===== config.mk =====
export PLATFORM = sky130hd
export DESIGN_NAME = psq_sequencer
export DESIGN_NICKNAME = d
export VERILOG_FILES = /design/src/pkg/psq_pkg.sv /design/src/logic/psq_sequencer.sv
export SDC_FILE = /design/constraint.sdc
export NUM_CORES = 1
export LEC_CHECK = 0
export BUFFER_PORTS_ARGS = -buffer_cell sky130_fd_sc_hd__clkbuf_2
export CORE_AREA = 2 2 105 127
export CTS_CLUSTER_DIAMETER = 30
export CTS_CLUSTER_SIZE = 28
export DETAILED_ROUTE_END_ITERATION = 8
export DIE_AREA = 0 0 107 129
export GPL_ROUTABILITY_DRIVEN = 0
export SETUP_SLACK_MARGIN = 0.3
export SYNTH_ARGS = -nofsm -noshare
export SYNTH_HDL_FRONTEND = slang
export SYNTH_SLANG_ARGS = --single-unit
export TNS_END_PERCENT = 5

===== constraint.sdc =====
create_clock -name mclk -period 4.9 [get_ports mclk]
set_clock_uncertainty 0.1 [all_clocks]
set_input_delay 0 -clock mclk [delete_from_list [all_inputs] [get_ports mclk]]
set_output_delay 0 -clock mclk [all_outputs]
set_load 0.02 [all_outputs]

===== src/pkg/psq_pkg.sv =====
// Constants for the enable-pin power sequencer
package psq_pkg;

    // Register offsets
    localparam logic [7:0] LINREG_A_SEQ_DELAY_OFS = 8'h0e;
    localparam logic [7:0] LINREG_B_SEQ_DELAY_OFS = 8'h0f;
    localparam logic [7:0] GENOUT_A_SEQ_DELAY_OFS = 8'h10;
    localparam logic [7:0] GENOUT_B_SEQ_DELAY_OFS = 8'h11;
    localparam logic [7:0] GENOUT_CONTROL_OFS     = 8'h12;

    // Reset values
    localparam logic [7:0] SEQ_DELAY_RST      = 8'h00;
    localparam logic [7:0] GENOUT_CONTROL_RST = 8'h00;

    // Field positions
    localparam int OFF_CODE_MSB        = 7;
    localparam int OFF_CODE_LSB        = 4;
    localparam int ON_CODE_MSB         = 3;
    localparam int ON_CODE_LSB         = 0;
    localparam int GENOUT_B_DRIVE_POS  = 6;
    localparam int GENOUT_B_GATING_POS = 5;
    localparam int GENOUT_B_LEVEL_POS  = 4;
    localparam int GENOUT_A_DRIVE_POS  = 2;
    localparam int GENOUT_A_GATING_POS = 1;
    localparam int GENOUT_A_LEVEL_POS  = 0;
    localparam logic [7:0] GENOUT_CONTROL_WMASK = 8'h77;

    // Channel numbering
    localparam int CH_LINREG_A = 0;
    localparam int CH_LINREG_B = 1;
    localparam int CH_GENOUT_A = 2;
    localparam int CH_GENOUT_B = 3;
    localparam int NUM_CH      = 4;

    // Time base: one step is half a millisecond
    localparam int CLK_PERIOD_NS  = 40;
    localparam int HALF_MS_NS     = 500000;
    localparam int HALF_MS_CYCLES = HALF_MS_NS / CLK_PERIOD_NS;

    // Elapsed step counter
    localparam int              STEP_W   = 5;
    localparam logic [4:0]      STEP_MAX = 5'h1f;
    localparam int              PRE_W    = 14;

endpackage


===== src/logic/psq_sequencer.sv =====
// Enable-pin sequencer for two linear regulators and two general outputs
// How it works
// - First regulator switches off after falling-edge delay from delay bits 7:4.
// - First regulator switches on after rising-edge delay from delay bits 3:0.
// - Off range select high makes every off delay step 1 ms.
// - On range select high makes every on delay step 1 ms.
// - Second regulator off delay comes from bits 7:4 of its register.
// - Second regulator on delay comes from bits 3:0 of its register.
// - First general output falls after delay code in bits 7:4.
// - First general output rises after delay code in bits 3:0.
// - Second general output falls after delay code in bits 7:4.
// - Second general output rises after delay code in bits 3:0.
// - Control bit 6 picks push-pull or open-drain for second output.
// - Control bit 5 gates second output level with enable pin.
// - Control bit 4 sets second output level.
// - Control bit 2 picks push-pull or open-drain for first output.
// - Control bit 1 gates first output level with enable pin.
// - Control bit 0 sets first output level.
// - Range low means 0.5 ms steps, high means 1 ms steps, linear.
// - Pin function bit selects second output or external clock input.
// - Pin-gated regulator is on only with enable bit and sequenced pin.
`timescale 1ns/1ns
`default_nettype none

module psq_sequencer
    import psq_pkg::*;
#(
    parameter int HALF_MS_CYC = HALF_MS_CYCLES
) (
    input  wire logic       mclk,
    input  wire logic       resetn,
    input  wire logic       en_pin,
    input  wire logic [7:0] reg_addr,
    input  wire logic [7:0] reg_wdata,
    input  wire logic       reg_wr,
    input  wire logic       reg_rd,
    output var  logic [7:0] reg_rdata,
    input  wire logic       on_range_sel,
    input  wire logic       off_range_sel,
    input  wire logic       shared_pin_function,
    input  wire logic       linreg_a_enable_bit,
    input  wire logic       linreg_a_pin_gating,
    input  wire logic       linreg_b_enable_bit,
    input  wire logic       linreg_b_pin_gating,
    output var  logic       linreg_a_en,
    output var  logic       linreg_b_en,
    output var  logic       genout_a_o,
    output var  logic       genout_a_oe,
    output var  logic       genout_b_o,
    output var  logic       genout_b_oe
);

    // Delay code to count of half-ms steps
    function automatic logic [4:0] seq_target(input logic [3:0] code, input logic wide);
        seq_target = wide ? {code, 1'b0} : {1'b0, code};
    endfunction

    logic [7:0]        dly_reg [NUM_CH];
    logic [7:0]        ctl_reg;
    logic              en_meta_reg;
    logic              en_sync_reg;
    logic              en_prev_reg;
    logic              pin_edge;
    logic [PRE_W-1:0]  pre_reg;
    logic [STEP_W-1:0] step_reg;
    logic [STEP_W-1:0] cmp_cnt;
    logic [4:0]        on_tgt  [NUM_CH];
    logic [4:0]        off_tgt [NUM_CH];
    logic [NUM_CH-1:0] seq_reg;
    logic [NUM_CH-1:0] seq_next;
    logic              ga_val;
    logic              gb_val;
    logic [7:0]        rd_next;

    // Enable pin synchroniser
    always_ff @(posedge mclk) begin
        if (!resetn) begin
            en_meta_reg <= 1'b0;
            en_sync_reg <= 1'b0;
            en_prev_reg <= 1'b0;
        end else begin
            en_meta_reg <= en_pin;
            en_sync_reg <= en_meta_reg;
            en_prev_reg <= en_sync_reg;
        end
    end

    assign pin_edge = en_sync_reg ^ en_prev_reg;

    // Half-ms time base, restarted on every pin edge
    always_ff @(posedge mclk) begin
        if (!resetn) begin
            pre_reg  <= '0;
            step_reg <= '0;
        end else if (pin_edge) begin
            pre_reg  <= '0;
            step_reg <= '0;
        end else if (pre_reg == PRE_W'(HALF_MS_CYC - 1)) begin
            pre_reg <= '0;
            if (step_reg != STEP_MAX) begin
                step_reg <= step_reg + 5'h01;
            end
        end else begin
            pre_reg <= pre_reg + 14'h0001;
        end
    end

    // Steps elapsed since the newest edge
    assign cmp_cnt = pin_edge ? '0 : step_reg;

    // Per-channel delay targets
    always_comb begin
        for (int i = 0; i < NUM_CH; i++) begin
            on_tgt[i]  = seq_target(dly_reg[i][ON_CODE_MSB:ON_CODE_LSB], on_range_sel);
            off_tgt[i] = seq_target(dly_reg[i][OFF_CODE_MSB:OFF_CODE_LSB], off_range_sel);
        end
    end

    // Sequenced level follows the pin direction once its delay has run
    always_comb begin
        for (int i = 0; i < NUM_CH; i++) begin
            if (en_sync_reg) begin
                seq_next[i] = seq_reg[i] | (cmp_cnt >= on_tgt[i]);
            end else begin
                seq_next[i] = seq_reg[i] & (cmp_cnt < off_tgt[i]);
            end
        end
    end

    always_ff @(posedge mclk) begin
        if (!resetn) begin
            seq_reg <= '0;
        end else begin
            seq_reg <= seq_next;
        end
    end

    // Register writes
    always_ff @(posedge mclk) begin
        if (!resetn) begin
            for (int i = 0; i < NUM_CH; i++) begin
                dly_reg[i] <= SEQ_DELAY_RST;
            end
            ctl_reg <= GENOUT_CONTROL_RST;
        end else if (reg_wr) begin
            unique case (reg_addr)
                LINREG_A_SEQ_DELAY_OFS: dly_reg[CH_LINREG_A] <= reg_wdata;
                LINREG_B_SEQ_DELAY_OFS: dly_reg[CH_LINREG_B] <= reg_wdata;
                GENOUT_A_SEQ_DELAY_OFS: dly_reg[CH_GENOUT_A] <= reg_wdata;
                GENOUT_B_SEQ_DELAY_OFS: dly_reg[CH_GENOUT_B] <= reg_wdata;
                GENOUT_CONTROL_OFS:     ctl_reg <= reg_wdata & GENOUT_CONTROL_WMASK;
                default:                ;
            endcase
        end
    end

    // Register read data, unmapped reads zero
    always_comb begin
        unique case (reg_addr)
            LINREG_A_SEQ_DELAY_OFS: rd_next = dly_reg[CH_LINREG_A];
            LINREG_B_SEQ_DELAY_OFS: rd_next = dly_reg[CH_LINREG_B];
            GENOUT_A_SEQ_DELAY_OFS: rd_next = dly_reg[CH_GENOUT_A];
            GENOUT_B_SEQ_DELAY_OFS: rd_next = dly_reg[CH_GENOUT_B];
            GENOUT_CONTROL_OFS:     rd_next = ctl_reg & GENOUT_CONTROL_WMASK;
            default:                rd_next = 8'h00;
        endcase
    end

    always_ff @(posedge mclk) begin
        if (!resetn) begin
            reg_rdata <= 8'h00;
        end else if (reg_rd) begin
            reg_rdata <= rd_next;
        end
    end

    // General output levels, optionally gated by the sequenced pin
    assign ga_val = ctl_reg[GENOUT_A_LEVEL_POS]
                  & (!ctl_reg[GENOUT_A_GATING_POS] | seq_reg[CH_GENOUT_A]);
    assign gb_val = ctl_reg[GENOUT_B_LEVEL_POS]
                  & (!ctl_reg[GENOUT_B_GATING_POS] | seq_reg[CH_GENOUT_B]);

    // Regulator enables
    always_ff @(posedge mclk) begin
        if (!resetn) begin
            linreg_a_en <= 1'b0;
            linreg_b_en <= 1'b0;
        end else begin
            linreg_a_en <= linreg_a_enable_bit & (!linreg_a_pin_gating | seq_reg[CH_LINREG_A]);
            linreg_b_en <= linreg_b_enable_bit & (!linreg_b_pin_gating | seq_reg[CH_LINREG_B]);
        end
    end

    // Pin drivers: open-drain drives only the low level
    always_ff @(posedge mclk) begin
        if (!resetn) begin
            genout_a_o  <= 1'b0;
            genout_a_oe <= 1'b0;
            genout_b_o  <= 1'b0;
            genout_b_oe <= 1'b0;
        end else begin
            genout_a_o  <= ga_val;
            genout_a_oe <= !ctl_reg[GENOUT_A_DRIVE_POS] | !ga_val;
            genout_b_o  <= gb_val;
            genout_b_oe <= !shared_pin_function
                         & (!ctl_reg[GENOUT_B_DRIVE_POS] | !gb_val);
        end
    end

    // Checks
    off_a_a: assert property (@(posedge mclk) disable iff (!resetn)
        $fell(seq_reg[CH_LINREG_A]) |-> $past(cmp_cnt) >= $past(off_tgt[CH_LINREG_A]) && !$past(en_sync_reg))
        else $error("first regulator turned off early");
    on_a_a: assert property (@(posedge mclk) disable iff (!resetn)
        $rose(seq_reg[CH_LINREG_A]) |-> $past(cmp_cnt) >= $past(on_tgt[CH_LINREG_A]) && $past(en_sync_reg))
        else $error("first regulator turned on early");
    off_wide_a: assert property (@(posedge mclk) disable iff (!resetn)
        (off_range_sel && !en_sync_reg && dly_reg[CH_LINREG_B][7:4] == 4'h1 && cmp_cnt == 5'h01)
        |-> seq_next[CH_LINREG_B] == seq_reg[CH_LINREG_B])
        else $error("wide off range acted at half step");
    on_wide_a: assert property (@(posedge mclk) disable iff (!resetn)
        (on_range_sel && en_sync_reg && !seq_reg[CH_LINREG_A] && dly_reg[CH_LINREG_A][3:0] == 4'h1
         && cmp_cnt == 5'h01) |=> !seq_reg[CH_LINREG_A])
        else $error("wide on range acted at half step");
    off_b_a: assert property (@(posedge mclk) disable iff (!resetn)
        $fell(seq_reg[CH_LINREG_B]) |-> $past(cmp_cnt) >= $past(off_tgt[CH_LINREG_B]))
        else $error("second regulator turned off early");
    on_b_a: assert property (@(posedge mclk) disable iff (!resetn)
        $rose(seq_reg[CH_LINREG_B]) |-> $past(cmp_cnt) >= $past(on_tgt[CH_LINREG_B]))
        else $error("second regulator turned on early");
    fall_ga_a: assert property (@(posedge mclk) disable iff (!resetn)
        $fell(seq_reg[CH_GENOUT_A]) |-> $past(cmp_cnt) >= $past(off_tgt[CH_GENOUT_A]))
        else $error("first output fell early");
    rise_ga_a: assert property (@(posedge mclk) disable iff (!resetn)
        $rose(seq_reg[CH_GENOUT_A]) |-> $past(cmp_cnt) >= $past(on_tgt[CH_GENOUT_A]))
        else $error("first output rose early");
    fall_gb_a: assert property (@(posedge mclk) disable iff (!resetn)
        $fell(seq_reg[CH_GENOUT_B]) |-> $past(cmp_cnt) >= $past(off_tgt[CH_GENOUT_B]))
        else $error("second output fell early");
    rise_gb_a: assert property (@(posedge mclk) disable iff (!resetn)
        $rose(seq_reg[CH_GENOUT_B]) |-> $past(cmp_cnt) >= $past(on_tgt[CH_GENOUT_B]))
        else $error("second output rose early");
    clk_pin_a: assert property (@(posedge mclk) disable iff (!resetn)
        shared_pin_function |=> !genout_b_oe)
        else $error("shared pin driven in clock mode");
    od_b_a: assert property (@(posedge mclk) disable iff (!resetn)
        genout_b_oe && genout_b_o |-> !$past(ctl_reg[GENOUT_B_DRIVE_POS]))
        else $error("open-drain second output drove high");
    gate_a_a: assert property (@(posedge mclk) disable iff (!resetn)
        genout_a_o |-> $past(ctl_reg[GENOUT_A_LEVEL_POS]) && $past(seq_reg[CH_GENOUT_A] || !ctl_reg[GENOUT_A_GATING_POS]))
        else $error("first output high without cause");
    step_time_a: assert property (@(posedge mclk) disable iff (!resetn)
        $changed(step_reg) && !$past(pin_edge) |-> $past(pre_reg) == PRE_W'(HALF_MS_CYC - 1))
        else $error("step taken off the half-ms tick");
    rsvd_rd_a: assert property (@(posedge mclk) disable iff (!resetn)
        reg_rd && reg_addr == GENOUT_CONTROL_OFS |=> reg_rdata[7] == 1'b0 && reg_rdata[3] == 1'b0)
        else $error("reserved control bits read nonzero");
    restart_a: assert property (@(posedge mclk) disable iff (!resetn)
        pin_edge |=> step_reg == '0 && pre_reg == '0)
        else $error("pin edge did not restart timing");

    rise_seq_c: cover property (@(posedge mclk) disable iff (!resetn) $rose(linreg_a_en));
    fall_seq_c: cover property (@(posedge mclk) disable iff (!resetn) $fell(genout_b_o));
    cancel_c: cover property (@(posedge mclk) disable iff (!resetn)
        pin_edge && seq_reg[CH_LINREG_A] != en_prev_reg);
    wide_c: cover property (@(posedge mclk) disable iff (!resetn) on_range_sel && $rose(seq_reg[CH_GENOUT_A]));

endmodule

`default_nettype wire


==> results of run 1 <==
[cell usage after synthesis, types with 2 or more instances]
cell | n | share of area, %
and4_1 | 2 | 0.41
nor4_1 | 3 | 0.44
a211o_1 | 4 | 0.81
nor2b_1 | 7 | 1.0
nand2b_1 | 4 | 0.58
a31oi_1 | 4 | 0.58
and2_1 | 40 | 5.8
nor3b_1 | 2 | 0.35
inv_1 | 7 | 0.61
o221ai_1 | 6 | 1.2
xor2_1 | 10 | 2.0
buf_1 | 2 | 0.17
nand3_1 | 8 | 0.93
clkbuf_1 | 6 | 0.52
a221o_1 | 2 | 0.47
and3_1 | 6 | 0.87
ha_1 | 31 | 9.0
o21ai_0 | 13 | 1.5
nor3_1 | 6 | 0.70
a21oi_1 | 14 | 1.6
o21bai_1 | 2 | 0.35
mux2i_1 | 46 | 11
xnor2_1 | 5 | 1.0
nor2_1 | 43 | 3.8
maj3_1 | 5 | 1.2
nor4b_1 | 3 | 0.61
buf_2 | 4 | 0.47
a21o_1 | 5 | 0.87
a211oi_1 | 5 | 0.87
nand4_1 | 4 | 0.58
a22o_1 | 4 | 0.81
edfxtp_1 | 32 | 22
nand2_1 | 25 | 2.2
dfxtp_1 | 46 | 21
[power breakdown]
part	total [mW]	internal (mW)	switching (mW)	leakage, nW
Clock	0.717	0.445	0.272	0.154
Combinational	0.136	0.0593	0.0768	1.37
Sequential	0.718	0.697	0.0207	0.677
[kinds of logic (layout without fill, tap and decap cells)]
family / Yosys count / after routing / synth area share, %
simple gates: 156 / 156 / 18.8
flops: 78 / 78 / 43.7
compound gates: 66 / 66 / 10.6
mux: 46 / 46 / 10.7
fa+ha+maj: 37 / 37 / 10.4
buf+inv: 22 / 80 / 2.30
xor+xnor: 16 / 16 / 3.43
[layout make-up]
type	instances	area [um^2]	area share (%)
clock buffers	10	229	4.48
multi-input cells	321	2320	45.5
clock inverters	6	86.3	1.69
repair buffers	56	353	6.91
flip-flops and latches	78	1880	36.8
well taps	164	205	4.02
inverters	8	30.0	0.588
[final timing paths]
kind,end,slack [ns]
hold / removal,reg_rdata[0],0.02
setup reg to reg,seq_reg[0],2.37
hold reg to reg,en_sync_reg,0.38
setup / recovery,seq_reg[0],2.37
[critical path: stages (launching register included)]
cell	delay, ns
dfxtp_1	0.51
xnor2_2	0.21
nand2_1	0.24
ha_1	0.33
nand2b_1	0.14
a21o_1	0.17
maj3_2	0.29
a31o_1	0.22
a22o_1	0.22
[routing by layer]
layer / GRT usage, % / vias to the layer above / routed length, um
met5: 0 / - / 0
met4: 9.93 / 0 / 465
met3: 3.80 / 30 / 312
met2: 27.2 / 71 / 5050
met1: 19.2 / 1553 / 4800
li1: - / 1636 / -
[cell usage in the layout (no fill, tap or decap), types with 3 or more instances in the layout]
cell,n
nand2_1,25
nand4_1,4
nand3_1,8
and3_1,6
a21oi_1,14
a31oi_1,4
xor2_1,10
nor3_1,6
a22o_1,4
a211oi_1,5
a211o_1,4
nor2_1,43
xnor2_1,5
o21ai_0,13
maj3_1,5
clkbuf_2,41
nor4b_1,3
and2_1,40
edfxtp_1,32
dfxtp_1,46
inv_1,7
o221ai_1,6
mux2i_1,46
nor4_1,3
clkbuf_16,9
a21o_1,5
dlygate4sd3_1,14
nor2b_1,7
ha_1,31
nand2b_1,4
[per-stage QoR]
stage	std cells	area (um^2)	utilization, %	worst slack (ns)	hold slack (ns)
2_1_floorplan	421	4300	-	2.58	-0.0220
3_3_place_gp	613	4650	37.1	2.43	0.0704
3_5_place_dp	613	4650	37.1	2.37	0.0814
4_1_cts	643	5110	40.7	2.37	0.0123
5_1_grt	643	5110	40.7	2.23	0.0555
6_report	643	5110	40.7	2.37	0.0240
==> results.json, run 1 <==
{
  "status": "completed",
  "drt_iter0_markers": 116,
  "ctsHoldBuffers": 14,
  "die_w_um": 107,
  "final-max-slew-violation-count": 0,
  "grtUsageTotal_pct": 16.4,
  "cts_tree": "built",
  "drv_cap": 0,
  "synth_warnings": 0,
  "hold_class": "input port to flop",
  "grt_pass1_vias": 3400,
  "clk_pin_slew_ns": 0.06,
  "die_area_um2": 13800,
  "syn_area_um2": 4300,
  "post-cts-setup-buffer-count": 0,
  "htreeDepth": 3,
  "io_buffers": 41,
  "leakage_nw": 2.20,
  "crit_required_ns": 5.04,
  "nets": 533,
  "rsz0062_at_grt": "false",
  "pin_count": 42,
  "grt_pass1_wl_um": 17100,
  "power.total_mw": 1.57,
  "slew_headroom_pct": 27.2,
  "cts-buffers-inserted": 9,
  "dp_hpwl_um": 7890,
  "root_buffer": "clkbuf_16",
  "synthFlopType": "dfxtp_1",
  "syn2layout_area_growth_pct": 18.7,
  "cp.arrival_ns": 2.67,
  "drive_gt1_share_pct": 12.7,
  "first_pass_iters": 4,
  "start_util_pct": 34.3,
  "wire_per_inst_um": 16.5,
  "max_freq_mhz": 395,
  "vias_per_cell": 5.12,
  "cts_buffer_depth": 2,
  "hold_start": "reg_rd",
  "critPathLaunch": "en_sync_reg",
  "vdd.ir_drop.worst_v": 0.000215,
  "wl_um": 10600,
  "worstReg2RegStart": "en_sync_reg",
  "fillers": 1218,
  "endpoint_kind": "flop",
  "syn_avg_cell_area_um2": 10.2,
  "final_hold_viol_count": 0,
  "largest_register_ffs": 32,
  "powerDensity_nw_per_um2": 308,
  "vias": 3290,
  "syn_inst": 421,
  "synthArstFlopShare_pct": 0,
  "fp-row-count": 45,
  "gr-total-overflow": 0,
  "drc": 0,
  "insertion_delay_ns": 0.34,
  "yosys_register_bits": 78,
  "synth_seq_area_share_pct": 43.7,
  "final-setup-viol-count": 0,
  "reg2reg_depth": 8,
  "synth_fp_nets": 480,
  "core_um2": 12600,
  "hold_depth": 3,
  "yosysUniqueCellTypes": 49,
  "post-route-period-util_pct": 51.7,
  "antenna_cells": 0,
  "fin_setup_tns_ns": 0,
  "antenna_found_initial": 0,
  "die_height_um": 129,
  "tightestPinTransition_ns": 1.08,
  "worstSetupStartpointType": "flop",
  "fin_crit_ns": 2.53,
  "ant_nets": 0,
  "clock_sinks": 78,
  "grt_max_degree": 25,
  "synth_edf_count": 32,
  "cts_resized": 0,
  "cp_max_fo": 8,
  "criticalPathCategory": "flop to flop"
}
Note: power is estimated with default switching activity, not from simulation.
==> run 2: changes to the inputs <==
==> constraint.sdc (replaced) <==
create_clock -name mclk -period 2.4 [get_ports mclk]
set_clock_uncertainty 0.1 [all_clocks]
set_input_delay 0 -clock mclk [delete_from_list [all_inputs] [get_ports mclk]]
set_output_delay 0 -clock mclk [all_outputs]
set_load 0.02 [all_outputs]
==> results.json, run 2 (synthesized netlist as in run 1, its figures left out) <==
{
  "criticalPathCategory": "flop to flop",
  "die_w_um": 107,
  "drive_gt1_share_pct": 19.5,
  "cts-buffers-inserted": 9,
  "final_cell_mix": "46 x mux2i_1, 44 x dfxtp_1, 43 x nor2_1, 41 x clkbuf_2, 38 x and2_1",
  "grtUsageTotal_pct": 16.6,
  "drt_iter0_markers": 130,
  "clock_sinks": 78,
  "fin_ws_ns": 0.303,
  "critPathTopFamily": "compound AO/OA/AOI/OAI gates",
  "post-route-period-util_pct": 87.4,
  "final-setup-viol-count": 0,
  "slew_headroom_pct": 56.2,
  "final-max-slew-violation-count": 0,
  "drc": 0,
  "status": "completed",
  "endpoint_kind": "flop",
  "grt_pass1_wl_um": 17500,
  "rsz0062_at_grt": "true",
  "gr-total-overflow": 0,
  "die_height_um": 129,
  "syn2layout_area_growth_pct": 24.5,
  "fin_crit_ns": 2.10,
  "first_pass_iters": 4,
  "fp-row-count": 45,
  "crit_chain": "xnor2_4, nand2_4, ha_4, nand2b_1, a21o_1, maj3_2, a31o_1, a22o_1",
  "fin_setup_tns_ns": 0,
  "cts_tree": "built",
  "htreeDepth": 3,
  "start_util_pct": 34.3,
  "drv_cap": 0,
  "cpPeakStageDelay_ns": 0.36,
  "io_buffers": 41,
  "antenna_found_initial": 0,
  "pin_count": 42,
  "worstSetupStartpointType": "flop",
  "core_um2": 12600,
  "cp.arrival_ns": 2.22,
  "vias_per_cell": 5.14,
  "wl_um": 10900,
  "cp_max_fo": 6,
  "die_area_um2": 13800,
  "final_hold_viol_count": 0,
  "ant_nets": 0,
  "vias": 3431,
  "wire_per_inst_um": 16.3,
  "final_common_cell": "mux2i_1",
  "crit_path_top_delay_cell": "dfxtp_4",
  "fillers": 1219,
  "dp_hpwl_um": 8230,
  "root_buffer": "clkbuf_16",
  "crit_buf_inv": 0,
  "cts_buffer_depth": 2,
  "insertion_delay_ns": 0.34,
  "grt_pass1_vias": 3452,
  "antenna_cells": 0,
  "clk_pin_slew_ns": 0.07,
  "hold_class": "input port to flop",
  "pre_cts_ws_ns": 0.147,
  "largest_register_ffs": 32,
  "max_freq_mhz": 477,
  "tightestPinTransition_ns": 0.652,
  "vdd.ir_drop.worst_v": 0.000261,
  "nets": 557,
  "crit_required_ns": 2.52,
  "power.total_mw": 3.05,
  "powerDensity_nw_per_um2": 569,
  "grt_max_degree": 21,
  "leakage_nw": 2.32
}
[run 2: worst min-delay path, stage by stage]
cell and delay (ns):
clkbuf_2 0.26, o21ai_0 0.12, nor2_1 0.08
[run 2: cell type report]
type / count / area [um^2] / share of cell area [%]
Inverter: 8 / 30.0 / 0.561
Timing Repair Buffer: 80 / 554 / 10.3
Multi-Input combinational cell: 321 / 2400 / 44.8
Tap cell: 164 / 205 / 3.83
Sequential cell: 78 / 1890 / 35.3
Clock inverter: 7 / 55.1 / 1.03
Clock buffer: 9 / 225 / 4.20
[run 2: metal layers]
metal | share of wire [%] | global-route usage (%) | vias up | wire length, um
met5 | 0 | 0 | - | 0
met2 | 48 | 27.3 | 67 | 5270
li1 | - | - | 1686 | -
met3 | 3.4 | 3.34 | 11 | 372
met1 | 46 | 21.7 | 1667 | 5060
met4 | 1.8 | 6.26 | 0 | 199
[run 2: per-stage QoR]
step | std cells | hold slack, ns | util [%] | cell area [um^2]
floorplan | 421 | -0.0220 | - | 4320
finish | 667 | 0.0531 | 42.7 | 5360
detailed placement | 632 | 0.0752 | 38.3 | 4810
CTS | 666 | 0.0332 | 42.2 | 5300
global route | 667 | 0.0865 | 42.7 | 5360
global placement | 632 | 0.0694 | 38.3 | 4810
[run 2: path summary, 6_finish.rpt]
path / startpoint / cells after the start / endpoint / slack [ns]
worst max register to register: en_sync_reg / 8 / seq_reg[0] / 0.30
worst max-delay path: en_sync_reg / 8 / seq_reg[0] / 0.30
worst min-delay path: reg_rd / 3 / reg_rdata[0] / 0.05
worst min register to register: pre_reg[0] / 1 / pre_reg[0] / 0.39
[run 2: what timing repair did]
action / CTS / global route
pin swaps: 4 / 6
hold buffers: 16 / 0
gates resized for setup: 6 / 11
setup endpoints to repair: 4 / 9
setup buffers: 2 / 1
endpoints found under the hold margin: 42 / 0
[run 2: power breakdown]
part           internal, mW  switching, mW  leakage [nW]
Combinational         0.136          0.164          1.51
Sequential             1.42         0.0428         0.679
Clock                 0.712          0.570         0.134
